--- config.mk ---
export PLATFORM = sky130hd
export DESIGN_NAME = icpc_regs
export DESIGN_NICKNAME = d
export VERILOG_FILES = /design/src/icpc_pkg.sv /design/src/icpc_regs.sv
export VERILOG_INCLUDE_DIRS = /design/src
export SDC_FILE = /design/constraint.sdc
export NUM_CORES = 1
export LEC_CHECK = 0
export ABC_AREA = 1
export CAP_MARGIN = 20
export CORE_ASPECT_RATIO = 0.7
export CORE_MARGIN = 2
export CORE_UTILIZATION = 55
export DETAILED_ROUTE_END_ITERATION = 7
export DONT_BUFFER_PORTS = 1
export PLACE_DENSITY_LB_ADDON = 0.05
export SLEW_MARGIN = 10
export SYNTH_ARGS = -nofsm -noshare
export SYNTH_HDL_FRONTEND = slang
export SYNTH_SLANG_ARGS = --single-unit
--- constraint.sdc ---
create_clock -name clk_sys_i -period 3.3 [get_ports clk_sys_i]
set_input_delay 0.165 -clock clk_sys_i [delete_from_list [all_inputs] [get_ports clk_sys_i]]
set_output_delay 0.165 -clock clk_sys_i [all_outputs]
set_load 0.005 [all_outputs]
--- src/icpc_params.svh ---
`ifndef ICPC_PARAMS_SVH
`define ICPC_PARAMS_SVH

// word index of each register (byte address = index * 4)
`define ICPC_IDX_PSIZE      4'd0
`define ICPC_IDX_PDEC       4'd1
`define ICPC_IDX_PDESC      4'd2
`define ICPC_IDX_CBASE      4'd3
`define ICPC_IDX_Y2R_A      4'd4
`define ICPC_IDX_Y2R_B      4'd5
`define ICPC_IDX_R2Y_A      4'd6
`define ICPC_IDX_R2Y_B      4'd7
`define ICPC_IDX_R2Y_C      4'd8
`define ICPC_NUM_REGS       9

// reset values
`define ICPC_RST_PSIZE      32'h00000000
`define ICPC_RST_PDEC       32'h00000010
`define ICPC_RST_PDESC      32'h00000000
`define ICPC_RST_CBASE      32'h00000000
`define ICPC_RST_Y2R_A      32'h6832CC95
`define ICPC_RST_Y2R_B      32'h00007102
`define ICPC_RST_R2Y_A      32'h01324145
`define ICPC_RST_R2Y_B      32'h01245E38
`define ICPC_RST_R2Y_C      32'h01384A4B

// implemented bits; all others read as zero
`define ICPC_MSK_PSIZE      32'h03FF03FF
`define ICPC_MSK_PDEC       32'h000000FF
`define ICPC_MSK_PDESC      32'hFFFFFFFC
`define ICPC_MSK_CBASE      32'hFFFFFFFF
`define ICPC_MSK_Y2R_A      32'hFFFFFFFF
`define ICPC_MSK_Y2R_B      32'h000071FF
`define ICPC_MSK_R2Y        32'h01FFFFFF

// field positions
`define ICPC_VSIZE_LSB      0
`define ICPC_HSIZE_LSB      16
`define ICPC_Y2R_C4_LSB     0
`define ICPC_Y2R_YOFF_BIT   12
`define ICPC_Y2R_CROFF_BIT  13
`define ICPC_Y2R_CBOFF_BIT  14
`define ICPC_R2Y_OFF_BIT    24

// limits and offset amounts
`define ICPC_MAX_HEIGHT     11'd480
`define ICPC_MAX_WIDTH      11'd640
`define ICPC_DEC_NONE       8'h10
`define ICPC_OFF_128        8'h80
`define ICPC_OFF_16         8'h10

`endif

--- src/icpc_pkg.sv ---
package icpc_pkg;

  typedef struct packed {
    logic [7:0] c0;
    logic [7:0] c1;
    logic [7:0] c2;
    logic [7:0] c3;
    logic [8:0] c4;
    logic [7:0] y_off;
    logic [7:0] cr_off;
    logic [7:0] cb_off;
  } icpc_y2r_s;

  typedef struct packed {
    logic [7:0] c0;
    logic [7:0] c1;
    logic [7:0] c2;
    logic [7:0] c3;
    logic [7:0] c4;
    logic [7:0] c5;
    logic [7:0] c6;
    logic [7:0] c7;
    logic [7:0] c8;
    logic [7:0] r_off;
    logic [7:0] g_off;
    logic [7:0] b_off;
  } icpc_r2y_s;

  typedef struct packed {
    logic [10:0] height;
    logic [10:0] width;
    logic [7:0]  factor;
    logic        bypass;
  } icpc_preview_s;

endpackage : icpc_pkg

--- src/icpc_regs.sv ---
`timescale 1ns/1ps
`include "icpc_params.svh"

// Notes on behaviour
// preview height is vertical field plus one, 480 max
// preview width is horizontal field plus one, 640 max
// decimation factor 16..255; 16 or less bypasses
// descriptor write starts queue; read gives current
// descriptor address forced to word alignment
// codec base address drives codec buffer start
// four 8-bit yuv-to-rgb coefficients, 1/128 steps
// fifth 9-bit coefficient, 1/128 steps
// luminance offset bit selects offset 128
// chroma offset bits select offset 16
// first rgb-to-yuv set scaling per byte
// red offset bit selects offset 16
// second rgb-to-yuv set scaling per byte
// green offset bit selects offset 128
// third rgb-to-yuv set scaling per byte
// blue offset bit selects offset 128
// registers read back, reserved bits zero
module icpc_regs #(
  parameter int ADDR_W = 8
) (
  input  wire logic                 clk_sys_i,        // system clock
  input  wire logic                 rst_n_i,          // sync reset, active low
  input  wire logic                 psel_i,           // apb select
  input  wire logic                 penable_i,        // apb enable
  input  wire logic                 pwrite_i,         // apb direction
  input  wire logic [ADDR_W-1:0]    paddr_i,          // apb byte address
  input  wire logic [31:0]          pwdata_i,         // apb write data
  input  wire logic [3:0]           pstrb_i,          // apb byte strobes
  output logic      [31:0]          prdata_o,         // apb read data
  output logic                      pready_o,         // apb ready
  output logic                      pslverr_o,        // apb error
  input  wire logic [31:0]          cur_desc_ptr_i,   // descriptor now in use
  input  wire logic                 cur_desc_vld_i,   // pointer update strobe
  output icpc_pkg::icpc_preview_s   preview_o,        // preview geometry
  output logic      [31:0]          desc_queue_o,     // descriptor queue start
  output logic                      desc_restart_o,   // queue restart pulse
  output logic      [31:0]          codec_base_o,     // codec buffer base
  output icpc_pkg::icpc_y2r_s       y2r_o,            // yuv-to-rgb setup
  output icpc_pkg::icpc_r2y_s       r2y_o             // rgb-to-yuv setup
);
  import icpc_pkg::*;

  // ----------------------------------------------------------------
  // register tables
  // ----------------------------------------------------------------
  // entries in word-index order
  localparam logic [31:0] RST_VAL [`ICPC_NUM_REGS] = '{
    `ICPC_RST_PSIZE,
    `ICPC_RST_PDEC,
    `ICPC_RST_PDESC,
    `ICPC_RST_CBASE,
    `ICPC_RST_Y2R_A,
    `ICPC_RST_Y2R_B,
    `ICPC_RST_R2Y_A,
    `ICPC_RST_R2Y_B,
    `ICPC_RST_R2Y_C
  };

  localparam logic [31:0] BIT_MSK [`ICPC_NUM_REGS] = '{
    `ICPC_MSK_PSIZE,
    `ICPC_MSK_PDEC,
    `ICPC_MSK_PDESC,
    `ICPC_MSK_CBASE,
    `ICPC_MSK_Y2R_A,
    `ICPC_MSK_Y2R_B,
    `ICPC_MSK_R2Y,
    `ICPC_MSK_R2Y,
    `ICPC_MSK_R2Y
  };

  localparam logic [3:0] NUM_REGS = 4'(`ICPC_NUM_REGS);

  logic [31:0] regs [`ICPC_NUM_REGS];
  logic [31:0] cur_ptr;

  // ----------------------------------------------------------------
  // apb decode
  // ----------------------------------------------------------------
  logic [3:0]  idx;
  logic        mapped;
  logic        access;
  logic        commit;
  logic        wr_commit;
  logic [31:0] strb_mask;
  logic [`ICPC_NUM_REGS-1:0] wr_sel;

  // index field above the byte lane bits
  assign idx = 4'(paddr_i[ADDR_W-1:2]);

  assign mapped = (idx < NUM_REGS) && (paddr_i[ADDR_W-1:2] < NUM_REGS);

  // access phase waiting for our ready
  assign access = psel_i && penable_i && !pready_o;

  // the edge where the master samples ready high
  assign commit = psel_i && penable_i && pready_o;

  // a refused (unmapped) write never lands
  assign wr_commit = commit && pwrite_i && !pslverr_o;

  // each strobe bit opens one byte lane
  genvar gb;
  generate
    for (gb = 0; gb < 4; gb++) begin : g_lane
      assign strb_mask[gb*8 +: 8] = {8{pstrb_i[gb]}};
    end
  endgenerate

  // ----------------------------------------------------------------
  // handshake: one wait state, ready and error from flops
  // ----------------------------------------------------------------
  // ready rises on the first access edge and lasts one cycle, so
  // every access phase is exactly two cycles long
  always_ff @(posedge clk_sys_i) begin
    if (!rst_n_i) begin
      pready_o <= 1'b0;
    end else if (access) begin
      pready_o <= 1'b1;
    end else begin
      pready_o <= 1'b0;
    end
  end

  // error only for an index past the table
  always_ff @(posedge clk_sys_i) begin
    if (!rst_n_i) begin
      pslverr_o <= 1'b0;
    end else if (access) begin
      pslverr_o <= !mapped;
    end else begin
      pslverr_o <= 1'b0;
    end
  end

  // ----------------------------------------------------------------
  // read path
  // ----------------------------------------------------------------
  logic [31:0] rd_val;
  logic [31:0] rd_term [`ICPC_NUM_REGS];

  // and-or mux: an unmapped index that aliases a real entry after
  // truncation must still read as zero
  always_comb begin
    rd_val = 32'h00000000;
    for (int k = 0; k < `ICPC_NUM_REGS; k++) begin
      rd_val = rd_val | rd_term[k];
    end
    if (mapped && idx == `ICPC_IDX_PDESC) begin
      rd_val = cur_ptr & `ICPC_MSK_PDESC;
    end
  end

  // ----------------------------------------------------------------
  // read data register
  // ----------------------------------------------------------------
  always_ff @(posedge clk_sys_i) begin
    if (!rst_n_i) begin
      prdata_o <= 32'h00000000;
    end else if (access && !pwrite_i) begin
      prdata_o <= rd_val;
    end else if (commit) begin
      // drop stale data once the transfer ends
      prdata_o <= 32'h00000000;
    end
  end

  // ----------------------------------------------------------------
  // register storage, one writer per entry
  // ----------------------------------------------------------------
  genvar gi;
  generate
    for (gi = 0; gi < `ICPC_NUM_REGS; gi++) begin : g_reg
      // per entry: write select, read term, storage
      assign wr_sel[gi]  = wr_commit && (idx == 4'(gi));
      assign rd_term[gi] = (mapped && idx == 4'(gi)) ? (regs[gi] & BIT_MSK[gi]) : 32'h00000000;

      always_ff @(posedge clk_sys_i) begin
        if (!rst_n_i) begin
          regs[gi] <= RST_VAL[gi];
        end else if (wr_sel[gi]) begin
          // unimplemented bits stay zero, low descriptor bits too
          regs[gi] <= ((regs[gi] & ~strb_mask) | (pwdata_i & strb_mask))
                      & BIT_MSK[gi];
        end
      end
    end
  endgenerate

  // ----------------------------------------------------------------
  // current descriptor pointer
  // ----------------------------------------------------------------
  logic desc_wr;

  assign desc_wr = wr_commit && (idx == `ICPC_IDX_PDESC);

  // a software write restarts the queue, so it wins over a
  // pointer update from the descriptor walker in the same cycle
  always_ff @(posedge clk_sys_i) begin
    if (!rst_n_i) begin
      cur_ptr <= `ICPC_RST_PDESC;
    end else if (desc_wr) begin
      cur_ptr <= ((regs[`ICPC_IDX_PDESC] & ~strb_mask) | (pwdata_i & strb_mask))
                 & `ICPC_MSK_PDESC;
    end else if (cur_desc_vld_i) begin
      cur_ptr <= cur_desc_ptr_i & `ICPC_MSK_PDESC;
    end
  end

  // ----------------------------------------------------------------
  // queue start and restart strobe
  // ----------------------------------------------------------------
  always_ff @(posedge clk_sys_i) begin
    if (!rst_n_i) begin
      desc_restart_o <= 1'b0;
    end else begin
      desc_restart_o <= desc_wr;
    end
  end

  always_ff @(posedge clk_sys_i) begin
    if (!rst_n_i) begin
      desc_queue_o <= `ICPC_RST_PDESC;
    end else begin
      desc_queue_o <= regs[`ICPC_IDX_PDESC];
    end
  end

  // ----------------------------------------------------------------
  // preview geometry and decimation
  // ----------------------------------------------------------------
  logic [9:0]  vsize;
  logic [9:0]  hsize;
  logic [10:0] height_raw;
  logic [10:0] width_raw;
  logic [7:0]  dec_raw;
  logic        height_over;
  logic        width_over;
  logic        dec_bypass;
  icpc_preview_s next_preview;

  assign vsize      = regs[`ICPC_IDX_PSIZE][`ICPC_VSIZE_LSB +: 10];
  assign hsize      = regs[`ICPC_IDX_PSIZE][`ICPC_HSIZE_LSB +: 10];
  assign height_raw = {1'b0, vsize} + 11'd1;
  assign width_raw  = {1'b0, hsize} + 11'd1;
  assign dec_raw    = regs[`ICPC_IDX_PDEC][7:0];

  // sizes past the path limit saturate rather than wrap; the
  // register itself keeps what software wrote
  assign height_over = (height_raw > `ICPC_MAX_HEIGHT);
  assign width_over  = (width_raw > `ICPC_MAX_WIDTH);

  // sixteen and below pass every frame undecimated
  assign dec_bypass  = (dec_raw <= `ICPC_DEC_NONE);

  always_comb begin
    next_preview        = '0;
    next_preview.height = height_over ? `ICPC_MAX_HEIGHT : height_raw;
    next_preview.width  = width_over ? `ICPC_MAX_WIDTH : width_raw;
    next_preview.bypass = dec_bypass;
    next_preview.factor = dec_bypass ? `ICPC_DEC_NONE : dec_raw;
  end

  always_ff @(posedge clk_sys_i) begin
    if (!rst_n_i) begin
      preview_o <= '0;
    end else begin
      preview_o <= next_preview;
    end
  end

  // ----------------------------------------------------------------
  // codec buffer base
  // ----------------------------------------------------------------
  always_ff @(posedge clk_sys_i) begin
    if (!rst_n_i) begin
      codec_base_o <= `ICPC_RST_CBASE;
    end else begin
      codec_base_o <= regs[`ICPC_IDX_CBASE];
    end
  end

  // ----------------------------------------------------------------
  // yuv-to-rgb converter setup
  // ----------------------------------------------------------------
  // coefficients are unsigned fixed point; the consumer applies
  // the step, so the raw codes are passed on unchanged
  icpc_y2r_s   next_y2r;
  logic [31:0] y2r_a;
  logic [31:0] y2r_b;
  logic        y_off_en;
  logic        cr_off_en;
  logic        cb_off_en;

  assign y2r_a = regs[`ICPC_IDX_Y2R_A];
  assign y2r_b = regs[`ICPC_IDX_Y2R_B];

  // offset amounts are fixed, software only chooses their use
  assign y_off_en  = y2r_b[`ICPC_Y2R_YOFF_BIT];
  assign cr_off_en = y2r_b[`ICPC_Y2R_CROFF_BIT];
  assign cb_off_en = y2r_b[`ICPC_Y2R_CBOFF_BIT];

  always_comb begin
    next_y2r        = '0;
    next_y2r.c0     = y2r_a[7:0];
    next_y2r.c1     = y2r_a[15:8];
    next_y2r.c2     = y2r_a[23:16];
    next_y2r.c3     = y2r_a[31:24];
    next_y2r.c4     = y2r_b[`ICPC_Y2R_C4_LSB +: 9];
    next_y2r.y_off  = y_off_en ? `ICPC_OFF_128 : 8'h00;
    next_y2r.cr_off = cr_off_en ? `ICPC_OFF_16 : 8'h00;
    next_y2r.cb_off = cb_off_en ? `ICPC_OFF_16 : 8'h00;
  end

  always_ff @(posedge clk_sys_i) begin
    if (!rst_n_i) begin
      y2r_o <= '0;
    end else begin
      y2r_o <= next_y2r;
    end
  end

  // ----------------------------------------------------------------
  // rgb-to-yuv converter setup
  // ----------------------------------------------------------------
  // step per byte differs by set: a = 1/256,1/128,1/512;
  // b = 1/128,1/256,1/512; c = 1/512,1/256,1/128
  icpc_r2y_s   next_r2y;
  logic [31:0] r2y_a;
  logic [31:0] r2y_b;
  logic [31:0] r2y_c;
  logic        r_off_en;
  logic        g_off_en;
  logic        b_off_en;

  assign r2y_a = regs[`ICPC_IDX_R2Y_A];
  assign r2y_b = regs[`ICPC_IDX_R2Y_B];
  assign r2y_c = regs[`ICPC_IDX_R2Y_C];

  assign r_off_en = r2y_a[`ICPC_R2Y_OFF_BIT];
  assign g_off_en = r2y_b[`ICPC_R2Y_OFF_BIT];
  assign b_off_en = r2y_c[`ICPC_R2Y_OFF_BIT];

  always_comb begin
    next_r2y       = '0;
    next_r2y.c0    = r2y_a[7:0];
    next_r2y.c1    = r2y_a[15:8];
    next_r2y.c2    = r2y_a[23:16];
    next_r2y.c3    = r2y_b[7:0];
    next_r2y.c4    = r2y_b[15:8];
    next_r2y.c5    = r2y_b[23:16];
    next_r2y.c6    = r2y_c[7:0];
    next_r2y.c7    = r2y_c[15:8];
    next_r2y.c8    = r2y_c[23:16];
    next_r2y.r_off = r_off_en ? `ICPC_OFF_16 : 8'h00;
    next_r2y.g_off = g_off_en ? `ICPC_OFF_128 : 8'h00;
    next_r2y.b_off = b_off_en ? `ICPC_OFF_128 : 8'h00;
  end

  always_ff @(posedge clk_sys_i) begin
    if (!rst_n_i) begin
      r2y_o <= '0;
    end else begin
      r2y_o <= next_r2y;
    end
  end

endmodule : icpc_regs

Word level (Yosys, flattened, before mapping)
Memory sizes are Yosys's and may differ from the RTL's. A register that Yosys moved wholly into a read port is not among the register bits. Index checks and enable logic that the tools add are counted.

Memories: 1. RAM bits: 288. Bits of input ports: 82. Bits in registers: 257. Output and inout bits: 291.

Memory list: regs (depth 9, bits a word 32, read ports 11, clocked after Yosys merged registers in 2, wr ports 9, line icpc_regs.sv:77) `` logic [31:0] regs [`ICPC_NUM_REGS]; ``.

Muxes and demuxes: 61. Bitwise logic cells: 40. Reduce and logical (&&, ||, !) cells: 38. Order comparisons: 5. Equal/unequal tests: 8. $add $sub $neg: 2.

Operators with widths (count): two-way mux 32 bit (17); bitwise OR 32 bit (12); bitwise AND 32 bit (5); bitwise AND 25 bit (3); two-way mux 25 bit (3); bitwise OR 25 bit (3); two-way mux 8 bit (4); inverter 32 bit (1); two-way mux 1 bit (29); bitwise AND 26 bit (1); two-way mux 26 bit (1); bitwise OR 26 bit (1); logical AND 1 bit (25); adder 10 x 1 -> 11 bit (second input constant) (2); two-way mux 5 bit (4); == test 4 x 3 -> 1 bit (second input constant) (4); bitwise AND 15 bit (1); two-way mux 15 bit (1); bitwise OR 15 bit (1); > comparator 11 x 10 -> 1 bit (second input constant) (1); > comparator 11 x 9 -> 1 bit (second input constant) (1); two-way mux 10 bit (1); two-way mux 9 bit (1); bitwise OR 1 bit (9); other kinds (14) (23).

Longest topological paths before layout
Word-level depth: 14. Depth in mapped cells: 13. Gate-level depth less buffers: 13.

Worst setup path before layout
No wires, ideal clock.

Path kind: register to register. Start: reg pready_o. End: mem regs[0][0], enable pin. Data required time: 2.875 ns. Setup slack: 0.564 ns. Setup time: 0.425 ns. Path buffers: 0. Stages on the path, launching flop included: 5. Data arrival time: 2.311 ns. Cell sequence: dfxtp_1 > nand3_1 > nor3_4 > inv_2 > o21ai_0.

RTL lines: from (decl) (line icpc_regs.sv:34) `output logic pready_o,`; from (signal assigned) (line icpc_regs.sv:120) `pready_o <= 1'b0;`; from (signal assigned) (line icpc_regs.sv:122) `pready_o <= 1'b1;`; from (signal assigned) (line icpc_regs.sv:124) `pready_o <= 1'b0;`; to (decl) (line icpc_regs.sv:77).

Worst setup path in the final report
Start: reg pready_o. End: reg cur_ptr[12].

Word-level cells in the longest chain between the ends: 5.

RTL lines: logical AND 1 bit (*) (line icpc_regs.sv:100) `assign commit = psel_i && penable_i && pready_o;`; logical AND 1 bit (*) (2 in series) (line icpc_regs.sv:103) `assign wr_commit = commit && pwrite_i && !pslverr_o;`; logical AND 1 bit (*) (line icpc_regs.sv:198) `` assign desc_wr = wr_commit && (idx == `ICPC_IDX_PDESC); ``; two-way mux 32 bit or nonzero test 2 bit (tied branches); to (signal assigned) (line icpc_regs.sv:204) `` cur_ptr <= `ICPC_RST_PDESC; ``; to (signal assigned) (line icpc_regs.sv:206) `` cur_ptr <= ((regs[`ICPC_IDX_PDESC] & ~strb_mask) | (pwdata_i & strb_mask)) ``; to (signal assigned) (line icpc_regs.sv:209) `` cur_ptr <= cur_desc_ptr_i & `ICPC_MSK_PDESC; ``; to (decl) (line icpc_regs.sv:78) `logic [31:0] cur_ptr;`.

Every way passes the cells marked *; elsewhere a longest branch is shown, timed or not. A chain may end at the register's enable or synchronous reset.

==> results.json <==
{
  "min_to": "cur_ptr[22]$_SDFFE_PN0P_",
  "start_util": 0.5565,
  "first_pass_iters": 6,
  "async_reset_ff_frac": 0,
  "fin_cells": 2913,
  "cpPeakStageDelay_ns": 0.60,
  "max_freq_mhz": 317.0,
  "cts_tree": "done",
  "synth_top_area_share": 0.3146,
  "seq_area_frac_synth": 0.5925,
  "crit_path_start_kind": "flip-flop",
  "wire_per_inst_um": 22.08,
  "synth.area.top_cells": "edfxtp_1 (31%), dfxtp_1 (28%), nand2_1 (11%)",
  "end_kind": "flip-flop",
  "place_inst": 2724,
  "maxCapViolCount": 0,
  "routed_wl_um": 64310,
  "drc": 0,
  "crit_type": "reg -> reg",
  "core-area_sq_mm": 0.03585,
  "syn2layout_area_growth_pct": 14.46,
  "tns_ns": 0,
  "min_period_ns": 3.155,
  "rsz0062_at_grt": "no",
  "yosys_warnings": 0,
  "hpwl_um": 43830,
  "hp-start": "rst_n_i",
  "rows": 58,
  "synthesis.area_sq_mm": 0.01995,
  "overflow": 0,
  "ant_nets": 0,
  "path_clk_slew_ns": 0.06,
  "final_cell_mix": "nand2_1 (558), inv_1 (310), dfxtp_1 (277), nor2_1 (255), a21oi_1 (223)",
  "syn_avg_cell_area_sq_um": 8.589,
  "worstReg2RegEnd": "cur_ptr[12]$_SDFFE_PN0P_",
  "worstSkewPairLatency_ns": 0.56,
  "grt_pass1_vias": 15180,
  "vias": 16459,
  "cts.sinks": 486,
  "portBuffers": 0,
  "drive_gt1_frac": 0.06294,
  "fillers": 3132,
  "fin_util": 0.6370,
  "die_area_sq_mm": 0.03784,
  "mostFrequentLayoutCell": "nand2_1",
  "ff_latch_area_sq_mm": 0.01182,
  "r2r_start": "pready_o$_SDFF_PN0_",
  "cts-root-buf": "clkbuf_16",
  "routabilityCongestion": 0.9650,
  "status": "completed",
  "cts_resized": 0,
  "grt_first_pass_wirelength_um": 94740,
  "multi_input_area_sq_mm": 0.006290,
  "track_usage": 0.3345,
  "drt_iter0_markers": 2323,
  "rrSetupSlack_ns": 0.15,
  "vias_per_cell": 5.650,
  "crit_chain": "nand3_1 > nor3_4 > inv_2 > nor2_4 > inv_2 > nand3_1 > dlygate4sd3_1 > a31oi_1 > dlygate4sd3_1",
  "relSlewSlack": 0.2917,
  "h-tree-depth": 2,
  "worstPathArrival_ns": 3.60,
  "hold_path_class": "in -> reg",
  "p_leak_nw": 10.65,
  "fin_total_pwr_mw": 12.81,
  "worstHoldPathCells": 3,
  "crit_slowest_cell": "dlygate4sd3_1",
  "io_pins": 373,
  "clockBufferDepth": 3,
  "nets": 2477,
  "peakVddDrop_v": 0.0004601,
  "die_x_um": 231.6,
  "fin_crit_sh": 0.9560,
  "finalSetupViolCount": 0,
  "grt_antenna_before_repair": 3,
  "synth_ff_type": "dfxtp_1",
  "p_per_area_mw_per_mm2": 561.0,
  "synth_edf_count": 209,
  "synth_cell_types": 35,
  "numCtsBuffers": 46,
  "crit_fanout": 17,
  "worstRegToRegCells": 9,
  "hold_viol": 0,
  "postCtsSetupBuffers": 0,
  "skew_ns": 0.01403,
  "worst_pin_slew_ns": 1.062,
  "grt_max_degree": 190,
  "synth-seq-cells": 486,
  "die_height_um": 163.4,
  "slew_viol_final": 0,
  "cp.required_ns": 3.75,
  "netlist_instances": 2323,
  "synth_top_area_cell": "edfxtp_1"
}
## timing repair
action	4_1_cts	5_1_grt
hold buffers	101	0
endpoints found under the hold margin	256	0
endpoints found under the setup margin	0	0
## synth_stat cells (all sizes together) (5+ instances only)
| library cell | count |
|---|---|
| buf | 90 |
| nand4 | 77 |
| mux2i | 9 |
| inv | 325 |
| nand3 | 90 |
| o21ai | 52 |
| a21oi | 224 |
| a31oi | 10 |
| o22ai | 9 |
| nor2 | 266 |
| dfxtp | 277 |
| nand2 | 562 |
| clkbuf | 72 |
| o211ai | 21 |
| edfxtp | 209 |
| nor3 | 7 |
| o221ai | 5 |
## through the flow
step / hold WS [ns] / setup WS (ns) / area [sq um]
3_5_place_dp: 0.2860 / 0.9262 / 20240
6_report: 0.03376 / 0.1453 / 22840
5_1_grt: 0.03720 / 0.06060 / 22840
3_3_place_gp: 0.2861 / 0.9653 / 20210
4_1_cts: 0.0007929 / 0.2000 / 22830
2_1_floorplan: 0.3420 / 0.5642 / 20120
## final cells by class
cell class | count | share of cell area
flip-flops and latches | 486 | 0.5177
inverters | 327 | 0.05375
repair buffers | 138 | 0.05808
clock inverters | 19 | 0.004657
well taps | 480 | 0.02630
diodes | 2 | 0.0002192
multi-input cells | 1394 | 0.2754
clock buffers | 67 | 0.06389
## flip-flops by register name, summed over array words and instances (netlist names)
| signal | flops |
|---|---|
| desc_queue_o | 30 |
| cur_ptr | 30 |
| desc_restart_o | 1 |
| regs | 209 |
| r2y_o | 75 |
| prdata_o | 32 |
| codec_base_o | 32 |
| preview_o | 31 |
| pslverr_o | 1 |
| pready_o | 1 |
| y2r_o | 44 |
## power by group
part	total (mW)	internal [mW]	leakage, nW	switching, mW
clock	5.41	3.09	0.789	2.32
combinational	0.799	0.243	5.59	0.556
sequential	6.61	6.46	4.27	0.146
total	12.8	9.79	10.6	3.02
## worst max-delay path by stage
stage	endpoint	slack, ns	cells past startpoint	start
floorplan	regs[0][0]$_SDFFCE_PN0P_	0.56	4	pready_o$_SDFF_PN0_
global placement	regs[2][15]$_SDFFCE_PN0P_	0.97	7	pready_o$_SDFF_PN0_
detailed placement	regs[2][5]$_SDFFCE_PN0P_	0.93	7	pready_o$_SDFF_PN0_
CTS	cur_ptr[12]$_SDFFE_PN0P_	0.20	9	pready_o$_SDFF_PN0_
global route	cur_ptr[13]$_SDFFE_PN0P_	0.06	9	pready_o$_SDFF_PN0_
finish	cur_ptr[12]$_SDFFE_PN0P_	0.15	9	pready_o$_SDFF_PN0_
## kinds of logic after synthesis
group | share of synthesized area
mux | 0.004515
flops | 0.5925
buf+inv | 0.1030
compound gates | 0.08698
simple gates | 0.2090
other cells | 0.0001880
fa+ha+maj | 0.001254
xor+xnor | 0.002634
## metal layers
| metal | share of wire | track usage | vias to the layer above | wire, um |
|---|---|---|---|---|
| li1 | - | - | 7521 | - |
| met3 | 0.13 | 0.09689 | 100 | 8289 |
| met5 | 0.00020 | 0 | - | 13 |
| met4 | 0.021 | 0.08246 | 2 | 1378 |
| met2 | 0.42 | 0.4750 | 965 | 27240 |
| met1 | 0.43 | 0.5009 | 7871 | 27390 |
## critical path, delay by kind of cell (launching register included)
kind	cells	cell delay [ns]
AO/OA/AOI/OAI	1	0.07
buffers and inverters	4	1.50
flip-flops	1	0.43
AND/OR/NAND/NOR	4	1.03
(Power assumes the default switching activity.)
